## config.mk

```make
export PLATFORM = sky130hd
export DESIGN_NAME = clock_synthesis_unit
export DESIGN_NICKNAME = d
export VERILOG_FILES = /design/src/hw/clk_synth_pkg.sv /design/src/hw/clock_synthesis_unit.sv
export SDC_FILE = /design/constraint.sdc
export NUM_CORES = 1
export LEC_CHECK = 0
export ABC_AREA = 1
export BUFFER_PORTS_ARGS = -buffer_cell sky130_fd_sc_hd__buf_2
export CAP_MARGIN = 20
export CORE_MARGIN = 5
export CORE_UTILIZATION = 40
export DETAILED_ROUTE_END_ITERATION = 16
export SYNTH_ARGS = -nofsm -noshare
export SYNTH_HDL_FRONTEND = slang
export SYNTH_SLANG_ARGS = --single-unit
export TNS_END_PERCENT = 10
```

## constraint.sdc

```tcl
create_clock -name clk_i -period 3.6 [get_ports clk_i]
set_input_delay 0 -clock clk_i [delete_from_list [all_inputs] [get_ports clk_i]]
set_output_delay 0 -clock clk_i [all_outputs]
set_load 0.01 [all_outputs]
```

## src/hw/clk_synth_pkg.sv

```systemverilog
// Package: register map, field layout, reset values and timing of the clock synthesis unit
package clk_synth_pkg;

  // ----------------------------------------------------------------
  // Register bus
  // ----------------------------------------------------------------
  localparam int          AW         = 3;
  localparam int          DW         = 16;
  localparam logic [2:0]  ADDR_CTRL  = 3'h0;
  localparam logic [2:0]  ADDR_DIVBY = 3'h1;
  localparam logic [2:0]  ADDR_STAT  = 3'h2;
  localparam logic [2:0]  ADDR_SHUT  = 3'h3;
  localparam logic [2:0]  ADDR_OCTRL = 3'h4;
  localparam logic [2:0]  ADDR_OPT1  = 3'h5;
  localparam logic [2:0]  ADDR_MASK  = 3'h6;

  // ----------------------------------------------------------------
  // Field positions
  // ----------------------------------------------------------------
  localparam int CTRL_REF_SEL   = 0;
  localparam int CTRL_USE_PLL   = 1;
  localparam int CTRL_PLL_PD    = 2;
  localparam int SHUT_EN        = 0;
  localparam int POST_LSB       = 0;
  localparam int POST_W         = 3;
  localparam int TRIM_LSB       = 0;
  localparam int TRIM_W         = 10;
  localparam int OCTRL_RELAX_PD = 10;
  localparam int OCTRL_STBY     = 11;
  localparam int OCTRL_XTAL_PD  = 12;
  localparam int EV_W           = 3;
  localparam int EV_LOCK_GAIN   = 0;
  localparam int EV_LOCK_LOST   = 1;
  localparam int EV_REF_LOST    = 2;
  localparam int ST_LOCKED      = 3;
  localparam int ST_SHUT        = 4;

  // ----------------------------------------------------------------
  // Reset values and encodings
  // ----------------------------------------------------------------
  localparam logic [DW-1:0]     CTRL_RST   = 16'h0004;
  localparam logic [POST_W-1:0] POST_RST   = 3'h0;
  localparam logic [POST_W-1:0] POST_MAX   = 3'h5;
  localparam logic [TRIM_W-1:0] TRIM_RST   = 10'h000;
  localparam logic [EV_W-1:0]   MASK_RST   = 3'h0;
  localparam logic [5:0]        DIV_ONE    = 6'h01;
  localparam logic [3:0]        PLL_MULT   = 4'h8;
  localparam int                OUT_MAX_MHZ = 32;

  // ----------------------------------------------------------------
  // Timing
  // ----------------------------------------------------------------
  localparam int CLK_PERIOD_NS = 50;
  localparam int REF_LOSS_NS   = 2000;
  localparam int REF_LOSS_CYC  = (REF_LOSS_NS + CLK_PERIOD_NS - 1) / CLK_PERIOD_NS;

endpackage : clk_synth_pkg

```

## src/hw/clock_synthesis_unit.sv

```systemverilog
// Clock synthesis unit: reference select, PLL/postscaler control, loss shutdown, trim
//
// Function
// [RL1] Software picks output clock from relaxation, crystal or external reference, up to 32MHz.
// [RL2] Without PLL the double-rate clock equals the selected reference.
// [RL3] With PLL the double-rate clock is reference times eight over the postscaler.
// [RL4] A three-bit postscaler field selects the divisor on the PLL output.
// [RL5] Codes zero to five give divisors 1 to 32; codes six, seven reserved.
// [RL6] Double-rate clock goes to the system integration unit.
// [RL7] System integration unit halves the double-rate clock for fifty percent duty.
// [RL8] Triple-rate clock goes to PWM and timer units.
// [RL9] Losing the PLL reference clock triggers a safety shutdown.
// [RL10] Software powers down relaxation and crystal oscillators independently.
// [RL11] Relaxation oscillator has a standby state apart from power-down.
// [RL12] Software can power down the PLL.
// [RL13] After reset relaxation oscillator is the reference, select bit cleared.
// [RL14] Software may switch to external reference, then power down relaxation oscillator.
// [RL15] Software switches to external only once that source is enabled and stable.
// [RL16] Ten-bit signed trim in oscillator control bits 0-9 tunes capacitance.
// [RL17] Each trim step moves relaxation frequency about 0.078% of 8MHz.
// [RL18] Reset loads the factory trim into flash option register one.
// [RL19] Boot software copies flash option register one into the trim field.
`timescale 1ns/10ps
module clock_synthesis_unit #(
  parameter int REF_LOSS_CYC = clk_synth_pkg::REF_LOSS_CYC
) (
  input  wire logic                                 clk_i,
  input  wire logic                                 rst_n_i,
  input  wire logic [clk_synth_pkg::AW-1:0]         addr_i,
  input  wire logic [clk_synth_pkg::DW-1:0]         wr_data_i,
  input  wire logic                                 wr_i,
  input  wire logic                                 rd_i,
  output logic      [clk_synth_pkg::DW-1:0]         rd_data_o,
  output logic                                      irq_o,
  input  wire logic                                 pll_lock_i,
  input  wire logic                                 ref_clk_i,
  input  wire logic [clk_synth_pkg::TRIM_W-1:0]     flash_trim_i,
  output logic                                      reference_source_select_o,
  output logic                                      pll_pd_o,
  output logic                                      pll_path_o,
  output logic      [clk_synth_pkg::POST_W-1:0]     post_code_o,
  output logic      [5:0]                           post_div_o,
  output logic                                      clk2x_en_o,
  output logic                                      clk3x_en_o,
  output logic                                      relax_pd_o,
  output logic                                      relax_stby_o,
  output logic                                      xtal_pd_o,
  output logic      [clk_synth_pkg::TRIM_W-1:0]     trim_o
);

  localparam int CW = $clog2(REF_LOSS_CYC + 1);
  localparam logic [CW-1:0] LOSS_LAST = CW'(REF_LOSS_CYC);
  localparam logic [CW-1:0] CNT_ONE   = CW'(1);

  // ----------------------------------------------------------------
  // State
  // ----------------------------------------------------------------
  typedef struct packed {
    logic                                  ref_sel;
    logic                                  use_pll;
    logic                                  pll_pd;
    logic                                  shut_en;
    logic [clk_synth_pkg::POST_W-1:0]      post_code;
    logic [clk_synth_pkg::TRIM_W-1:0]      trim;
    logic                                  relax_pd;
    logic                                  stby;
    logic                                  xtal_pd;
    logic [clk_synth_pkg::TRIM_W-1:0]      opt1;
    logic                                  opt_loaded;
    logic [clk_synth_pkg::EV_W-1:0]        stat;
    logic [clk_synth_pkg::EV_W-1:0]        mask;
    logic                                  shut;
    logic                                  lock_s1;
    logic                                  lock_s2;
    logic                                  lock_q;
    logic                                  ref_s1;
    logic                                  ref_s2;
    logic                                  ref_q;
    logic [CW-1:0]                         loss_cnt;
    logic [clk_synth_pkg::DW-1:0]          rd_data;
    logic                                  irq;
    logic                                  ref_sel_out;
    logic                                  pll_pd_out;
    logic                                  pll_path;
    logic [5:0]                            post_div;
    logic                                  en2x;
    logic                                  en3x;
    logic                                  relax_pd_out;
    logic                                  stby_out;
  } state_t;

  state_t s;
  state_t next_s;

  logic                              locked;
  logic                              ref_edge;
  logic                              watch;
  logic [clk_synth_pkg::EV_W-1:0]    ev;
  logic [clk_synth_pkg::EV_W-1:0]    w1c;
  logic [clk_synth_pkg::DW-1:0]      rmux;
  logic                              wr_ctrl;
  logic                              wr_divby;
  logic                              wr_stat;

  // ----------------------------------------------------------------
  // Next state
  // ----------------------------------------------------------------
  always_comb begin
    next_s = s;

    // Pin inputs: two flip-flops, then the edge/level stage
    next_s.lock_s1 = pll_lock_i;
    next_s.lock_s2 = s.lock_s1;
    next_s.ref_s1  = ref_clk_i;
    next_s.ref_s2  = s.ref_s1;
    next_s.ref_q   = s.ref_s2;
    next_s.lock_q  = s.lock_s2;
    locked         = s.lock_s2;
    ref_edge       = s.ref_s2 ^ s.ref_q;

    ev = '0;
    ev[clk_synth_pkg::EV_LOCK_GAIN] = locked & ~s.lock_q;
    ev[clk_synth_pkg::EV_LOCK_LOST] = ~locked & s.lock_q;

    // Reference watchdog runs whenever the PLL is powered, whether or not the PLL path is in use
    watch = ~s.pll_pd_out;
    if (!watch || ref_edge) begin
      next_s.loss_cnt = '0; // RL9
    end else if (s.loss_cnt != LOSS_LAST) begin
      next_s.loss_cnt = s.loss_cnt + CNT_ONE;
    end
    ev[clk_synth_pkg::EV_REF_LOST] = watch & ~ref_edge & (s.loss_cnt == LOSS_LAST - CNT_ONE); // RL9

    // Factory trim is captured once, on the first edge after reset release
    if (!s.opt_loaded) begin
      next_s.opt1       = flash_trim_i; // RL18
      next_s.opt_loaded = 1'b1;
    end

    wr_ctrl  = wr_i && (addr_i == clk_synth_pkg::ADDR_CTRL);
    wr_divby = wr_i && (addr_i == clk_synth_pkg::ADDR_DIVBY);
    wr_stat  = wr_i && (addr_i == clk_synth_pkg::ADDR_STAT);
    w1c      = wr_stat ? wr_data_i[clk_synth_pkg::EV_W-1:0] : '0;

    if (wr_ctrl) begin
      next_s.ref_sel = wr_data_i[clk_synth_pkg::CTRL_REF_SEL]; // RL14
      next_s.use_pll = wr_data_i[clk_synth_pkg::CTRL_USE_PLL];
      next_s.pll_pd  = wr_data_i[clk_synth_pkg::CTRL_PLL_PD]; // RL12
    end

    // Reserved postscaler codes are dropped so the divider never sees them
    if (wr_divby && wr_data_i[clk_synth_pkg::POST_LSB +: clk_synth_pkg::POST_W] <= clk_synth_pkg::POST_MAX) begin
      next_s.post_code = wr_data_i[clk_synth_pkg::POST_LSB +: clk_synth_pkg::POST_W]; // RL4 RL5
    end

    if (wr_i && addr_i == clk_synth_pkg::ADDR_SHUT) begin
      next_s.shut_en = wr_data_i[clk_synth_pkg::SHUT_EN];
    end

    if (wr_i && addr_i == clk_synth_pkg::ADDR_OCTRL) begin
      next_s.trim     = wr_data_i[clk_synth_pkg::TRIM_LSB +: clk_synth_pkg::TRIM_W]; // RL16 RL17
      next_s.relax_pd = wr_data_i[clk_synth_pkg::OCTRL_RELAX_PD]; // RL10
      next_s.stby     = wr_data_i[clk_synth_pkg::OCTRL_STBY]; // RL11
      next_s.xtal_pd  = wr_data_i[clk_synth_pkg::OCTRL_XTAL_PD]; // RL10
    end

    if (wr_i && addr_i == clk_synth_pkg::ADDR_MASK) begin
      next_s.mask = wr_data_i[clk_synth_pkg::EV_W-1:0];
    end

    // Sticky events: a set in the clearing cycle wins
    next_s.stat = (s.stat & ~w1c) | ev;

    // Shutdown holds until software acknowledges the loss
    if (ev[clk_synth_pkg::EV_REF_LOST] && s.shut_en) begin
      next_s.shut = 1'b1; // RL9
    end else if (w1c[clk_synth_pkg::EV_REF_LOST]) begin
      next_s.shut = 1'b0;
    end

    // New mask and new status both count, so the line never lags a mask write
    next_s.irq = |(next_s.stat & next_s.mask);

    // Effective controls; shutdown falls back to the relaxation oscillator
    next_s.ref_sel_out  = next_s.ref_sel & ~next_s.shut; // RL13 RL9
    next_s.pll_pd_out   = next_s.pll_pd | next_s.shut; // RL12 RL9
    // The running reference is never powered down under the clock
    next_s.relax_pd_out = next_s.relax_pd & next_s.ref_sel_out; // RL14 RL10
    next_s.stby_out     = next_s.stby & ~next_s.relax_pd_out & next_s.ref_sel_out; // RL11
    // PLL path only once locked; otherwise the reference passes straight
    next_s.pll_path     = next_s.use_pll & ~next_s.pll_pd_out & locked; // RL2 RL3 RL1
    next_s.post_div     = next_s.pll_path ? (clk_synth_pkg::DIV_ONE << next_s.post_code)
                                          : clk_synth_pkg::DIV_ONE; // RL3 RL5
    next_s.en2x         = 1'b1; // RL6
    // Triple-rate clock is tapped from the PLL, so it needs the PLL path
    next_s.en3x         = next_s.pll_path; // RL8

    rmux = '0;
    unique case (addr_i)
      clk_synth_pkg::ADDR_CTRL: begin
        rmux[clk_synth_pkg::CTRL_REF_SEL] = s.ref_sel;
        rmux[clk_synth_pkg::CTRL_USE_PLL] = s.use_pll;
        rmux[clk_synth_pkg::CTRL_PLL_PD]  = s.pll_pd;
      end
      clk_synth_pkg::ADDR_DIVBY: begin
        rmux[clk_synth_pkg::POST_LSB +: clk_synth_pkg::POST_W] = s.post_code;
      end
      clk_synth_pkg::ADDR_STAT: begin
        rmux[clk_synth_pkg::EV_W-1:0]    = s.stat;
        rmux[clk_synth_pkg::ST_LOCKED]   = locked;
        rmux[clk_synth_pkg::ST_SHUT]     = s.shut;
      end
      clk_synth_pkg::ADDR_SHUT: begin
        rmux[clk_synth_pkg::SHUT_EN] = s.shut_en;
      end
      clk_synth_pkg::ADDR_OCTRL: begin
        rmux[clk_synth_pkg::TRIM_LSB +: clk_synth_pkg::TRIM_W] = s.trim;
        rmux[clk_synth_pkg::OCTRL_RELAX_PD] = s.relax_pd;
        rmux[clk_synth_pkg::OCTRL_STBY]     = s.stby;
        rmux[clk_synth_pkg::OCTRL_XTAL_PD]  = s.xtal_pd;
      end
      clk_synth_pkg::ADDR_OPT1: begin
        rmux[clk_synth_pkg::TRIM_LSB +: clk_synth_pkg::TRIM_W] = s.opt1; // RL19
      end
      clk_synth_pkg::ADDR_MASK: begin
        rmux[clk_synth_pkg::EV_W-1:0] = s.mask;
      end
      default: begin
        rmux = '0;
      end
    endcase
    next_s.rd_data = rd_i ? rmux : '0;
  end

  // ----------------------------------------------------------------
  // Registers
  // ----------------------------------------------------------------
  always_ff @(posedge clk_i or negedge rst_n_i) begin
    if (!rst_n_i) begin
      s              <= '0;
      s.ref_sel      <= clk_synth_pkg::CTRL_RST[clk_synth_pkg::CTRL_REF_SEL]; // RL13
      s.use_pll      <= clk_synth_pkg::CTRL_RST[clk_synth_pkg::CTRL_USE_PLL];
      s.pll_pd       <= clk_synth_pkg::CTRL_RST[clk_synth_pkg::CTRL_PLL_PD];
      s.pll_pd_out   <= clk_synth_pkg::CTRL_RST[clk_synth_pkg::CTRL_PLL_PD];
      s.post_code    <= clk_synth_pkg::POST_RST;
      s.trim         <= clk_synth_pkg::TRIM_RST;
      s.mask         <= clk_synth_pkg::MASK_RST;
      s.post_div     <= clk_synth_pkg::DIV_ONE;
      s.en2x         <= 1'b1;
    end else begin
      s <= next_s;
    end
  end

  assign rd_data_o                 = s.rd_data;
  assign irq_o                     = s.irq;
  assign reference_source_select_o = s.ref_sel_out;
  assign pll_pd_o                  = s.pll_pd_out;
  assign pll_path_o                = s.pll_path;
  assign post_code_o               = s.post_code;
  assign post_div_o                = s.post_div;
  assign clk2x_en_o                = s.en2x;
  assign clk3x_en_o                = s.en3x;
  assign relax_pd_o                = s.relax_pd_out;
  assign relax_stby_o              = s.stby_out;
  assign xtal_pd_o                 = s.xtal_pd;
  assign trim_o                    = s.trim;
endmodule : clock_synthesis_unit

```

==> results.toml, run 1 <==
[worst_setup_path]
worstPathRequired_ps = 3830
cp-start-kind = "flip-flop"
end_kind = "flip-flop"
crit_type = "flip-flop to flip-flop"
cp_max_fo = 7
critPathArrivalTime_ps = 1730

[global_route]
grt_pass1_wl_microns = 11510
first_global_vias = 2435
busiest_layer = "met2"
grt_antenna_before_repair = 0
grt_max_degree = 76
gr-total-overflow = 0
met3_usage = 0.02730
track_usage = 0.1446
grt_use_met1 = 0.1844
gr-usage-met2 = 0.2435

[sta]
period_share = 0.4178
max_freq_mhz = 664.8
worst_clock_skew_ps = 8.124
rsz0062_at_grt = "no"
setup-violations-final = 0
setup_tns_ps = 0
maxSlewViolCount = 0
fin_crit_ps = 1504
finalHoldViolCount = 0
tightest_slew_ps = 929.4
relSlewSlack = 0.3804
holdWs_ps = 24.64

[clock_network]
postCtsSetupBuffers = 0
root_buffer = "clkbuf_8"
htreeDepth = 3
cts_buffers = 9
insertion_delay_ps = 340
clock_path_buffers = 2
clk_pin_slew_ps = 70
cts_num_sinks = 75
cts_tree = "done"

[yosys]
syn_area_sq_um = 3377
synth_top_area_frac = 0.5335
ys_types = 33
syn_avg_cell_area_sq_um = 9.594
ys_ff_latch = 75
ys_seq_area_frac = 0.5569
synthTopCellsByArea = "dfrtp_1 (53%), buf_4 (8.2%), nand2_1 (8.0%)"
netlist_instances = 352
ys_warn_count = 0
synth_largest_area_cell = "dfrtp_1"

[die]
ios = 79
dieHeight_microns = 101.9
rows = 33
initial_utilization = 0.4110
core_area_sq_um = 8217
die_area_sq_um = 10380
die-width_microns = 101.9

[finish]
antenna_cells = 0
multiInputGateArea_sq_um = 1056
finish.utilization = 0.4855
register_area_sq_um = 1881
syn2layout_area_growth_pct = 18.12
drive_above_1_share = 0.2753
mostFrequentLayoutCells = "nand2_1 (72), dfrtp_1 (72), buf_2 (70)"
nets = 457
fill_cells = 792

[placed_design]
gp_congestion = 0.8118
dpl.hpwl_microns = 5062
io_buffer_count = 71

[routing]
wl_per_cell_microns = 13.42
routed_via_density = 4.513
firstDrtPassIters = 4
drt_iter0_markers = 116
routed_wirelength_microns = 7115
drc = 0
drtAntennaViolNets = 0
vias = 2392

[flow_run]
cap_viol_max_count = 0

[power]
max-vdd-ir-drop_mv = 0.1616
p_leak_nw = 2.020
p_per_area_nw_per_um2 = 485.2

[run_status]
status = "finished, final reports clean"

[hold_path]
holdCritPathClass = "primary input to flip-flop"
==> sequential cells by signal (all words and copies together) (netlist names) <==
register                   count
post_code_o                    3
post_div_o                     6
clk3x_en_o                     1
xtal_pd_o                      1
relax_stby_o                   1
s                             32
reference_source_select_o      1
next_s                         3
locked                         1
pll_pd_o                       1
rd_data_o                     13
irq_o                          1
relax_pd_o                     1
trim_o                        10
==> cell families after synthesis <==
kind of cell             count (synthesis)  synth area share
AO/OA/AOI/OAI                           45           0.07484
XOR/XNOR                                 1          0.002594
adder cells (fa/ha/maj)                  2          0.007409
buffers and inverters                   79            0.1338
flip-flops                              75            0.5569
multiplexers                            17           0.05669
other                                    2          0.002224
AND/OR/NAND/NOR                        131            0.1656
==> where the power goes <==
| part | leakage, nW | internal (mW) | switching (mW) | total, mW |
|---|---|---|---|---|
| Sequential | 0.934 | 0.947 | 0.0569 | 1.00 |
| Combinational | 0.998 | 0.147 | 0.204 | 0.351 |
| Clock | 0.0884 | 0.286 | 0.295 | 0.581 |
| Total | 2.02 | 1.38 | 0.556 | 1.94 |
==> Yosys cell counts, drive strengths merged <==
library cell	count
nor3	4
nor2	34
dfstp	3
o22ai	2
ha	2
a31oi	1
clkbuf	1
nand2	73
nand4	2
xnor2	1
nand3	18
dfrtp	72
conb	2
o21ai	27
buf	40
clkinv	2
inv	36
a22oi	1
a21oi	13
mux2	17
o21a	1
==> routing by layer <==
layer,vias up,share of wire
li1,1213,-
met1,1123,0.44
met2,42,0.50
met3,14,0.042
met4,0,0.020
met5,-,0
==> through the flow <==
stage / instances / power [mW] / setup WS, ps / instance area, sq um
floorplan: 355 / 1.267 / 2336 / 3388
finish: 530 / 1.935 / 2096 / 3989
global placement: 490 / 1.347 / 2073 / 3568
global route: 530 / 2.048 / 1897 / 3989
CTS: 530 / 1.963 / 2059 / 3989
detailed placement: 490 / 1.357 / 2075 / 3568
==> area by class of cell <==
| cell class | instances | area share |
|---|---|---|
| inverters | 38 | 0.03576 |
| clock inverters | 4 | 0.006274 |
| flip-flops and latches | 75 | 0.4715 |
| clock buffers | 12 | 0.03890 |
| multi-input cells | 201 | 0.2647 |
| well taps | 105 | 0.03294 |
| repair buffers | 95 | 0.1499 |
==> timing repair <==
item	4_1_cts	5_1_grt
gates resized for setup	0	0
hold buffers	24	0
hold endpoints to repair	97	0
==> worst max-delay path: stages (launching register included) <==
cell	delay (ps)
dfrtp_1	390
nand2_1	70
nand2_1	40
nor2_1	300
nand3_1	190
nand2_1	120
nor2_1	50
nand2_1	160
nor2_1	60
==> worst paths after layout <==
| path | from | to | slack (ps) | depth (start not counted) |
|---|---|---|---|---|
| max | next_s[36] | post_div_o[2] | 2100 | 8 |
| min | wr_i | s[76] | 20 | 3 |
| max reg2reg | next_s[36] | post_div_o[2] | 2100 | 8 |
| min reg2reg | next_s[37] | next_s[36] | 350 | 0 |
| max in group asynchronous | rst_n_i | next_s[40] | 2660 | 2 |
| min in group asynchronous | rst_n_i | next_s[37] | 330 | 2 |
(Power assumes the default switching activity.)
==> run 2, diff against run 1 <==
==> constraint.sdc (replaced) <==
create_clock -name clk_i -period 1.32 [get_ports clk_i]
set_input_delay 0 -clock clk_i [delete_from_list [all_inputs] [get_ports clk_i]]
set_output_delay 0 -clock clk_i [all_outputs]
set_load 0.01 [all_outputs]
==> results.toml, run 2 (same netlist as run 1, synthesis figures left out) <==
[run_status]
status = "finished, final reports clean"

[clock_network]
cts_num_sinks = 75
insertion_delay_ps = 340
clock_path_buffers = 2
clk_pin_slew_ps = 70
cts_buffers = 9
cts_tree = "done"
root_buffer = "clkbuf_8"
htreeDepth = 3

[worst_setup_path]
worstPathRequired_ps = 1550
r2r_slack_ps = 20
worstReg2RegEnd = "post_div_o[1]"
critPathArrivalTime_ps = 1530
worstRegToRegCells = 8
crit_type = "flip-flop to flip-flop"
end_kind = "flip-flop"
cp_max_fo = 5
cp-start-kind = "flip-flop"
rr_startpoint = "s[31]"

[sta]
fin_crit_ps = 1302
setup-violations-final = 0
finalHoldViolCount = 0
maxSlewViolCount = 0
max_freq_mhz = 767.9
rsz0062_at_grt = "yes"
worst_clock_skew_ps = 8.101
period_share = 0.9866

[finish]
syn2layout_area_growth_pct = 25.34
largest_reg_flops = 32
mostFrequentLayoutCells = "dfrtp_1 (72), buf_2 (70), nand2_1 (68)"
layout_commonest_cell = "dfrtp_1"
antenna_cells = 0
top_register = "s"
layout.cells.non_filler = 548
drive_above_1_share = 0.3386
nets = 475
stdcell_area_sq_um = 4233

[routing]
wl_per_cell_microns = 13.41
firstDrtPassIters = 4
drtAntennaViolNets = 0
routed_wirelength_microns = 7347
vias = 2521
drc = 0
drt_iter0_markers = 116
routed_via_density = 4.600

[global_route]
track_usage = 0.1497
gr-total-overflow = 0
grt_pass1_wl_microns = 12100
first_global_vias = 2520
grt_max_degree = 29
grt_antenna_before_repair = 0

[hold_path]
holdCritPathClass = "primary input to flip-flop"
hold_path_depth = 3
worstHoldStart = "wr_i"
min_to = "s[76]"

[die]
initial_utilization = 0.4110
die_area_sq_um = 10380
core_area_sq_um = 8217
dieHeight_microns = 101.9
rows = 33
ios = 79
die-width_microns = 101.9

[power]
p_leak_nw = 2.130
p_per_area_nw_per_um2 = 1306
max-vdd-ir-drop_mv = 0.5494

[placed_design]
post-place-cells = 504
dpl.hpwl_microns = 5347
io_buffer_count = 71
placed_area_sq_um = 3699
gp_congestion = 0.8591

[flow_run]
cap_viol_max_count = 0
run 2: worst max path at each step:
| stage | start | end |
|---|---|---|
| 4_1_cts | s[31] | post_div_o[1] |
| 2_1_floorplan | s[30] | post_div_o[1] |
| 3_5_place_dp | s[31] | post_div_o[1] |
| 3_3_place_gp | s[30] | post_div_o[1] |
| 5_1_grt | s[31] | post_div_o[5] |
| 6_report | s[31] | post_div_o[1] |
run 2: per-stage QoR:
stage	util	power (mW)	setup TNS, ps	hold slack (ps)	setup slack [ps]
floorplan	-	3.455	0	-295.6	55.94
global placement	0.4501	3.737	-193.0	-71.69	-39.71
detailed placement	0.4501	3.759	-355.9	-68.67	-79.43
CTS	0.5081	5.568	-37.52	18.61	-14.47
global route	0.5152	5.829	-429.9	71.92	-69.86
finish	0.5152	5.526	0	34.02	17.69
run 2: area by class of cell:
cell class,instances,area [sq um]
clock buffers,11,141.4
clock inverters,5,52.55
fillers,775,3984
inverters,38,142.6
multi-input cells,201,1126
flip-flops and latches,75,1881
well taps,105,131.4
repair buffers,113,758.2
run 2: repair_timing:
action                                 in CTS  in global routing
hold buffers                               24                  0
buffers inserted                            2                  2
setup endpoints to repair                   5                 15
endpoints found under the hold margin      97                  0
gates resized for setup                     8                 15
pin swaps                                   6                  7
run 2: worst max-delay path, cell delays in order, from the launching register on:
cell and delay [ps]:
dfrtp_1 430, ha_4 180, nand3_4 70, nor2_4 100, nand3_2 110, nand2_2 90, nor2_2 40, nand2_2 110
nor2_1 50
run 2: layer usage:
layer | part of all wire | GRT usage | up-vias | wire length (microns)
li1 | - | - | 1256 | -
met3 | 0.048 | 0.02662 | 11 | 352
met2 | 0.51 | 0.2465 | 50 | 3742
met4 | 0.011 | 0.06357 | 0 | 83
met5 | 0 | 0 | - | 0
met1 | 0.43 | 0.1957 | 1204 | 3168
run 2: where the power goes:
group	internal, mW	leakage (nW)	switching, mW
clock network	0.916	0.0991	0.810
logic	0.463	1.10	0.591
registers	2.58	0.934	0.164
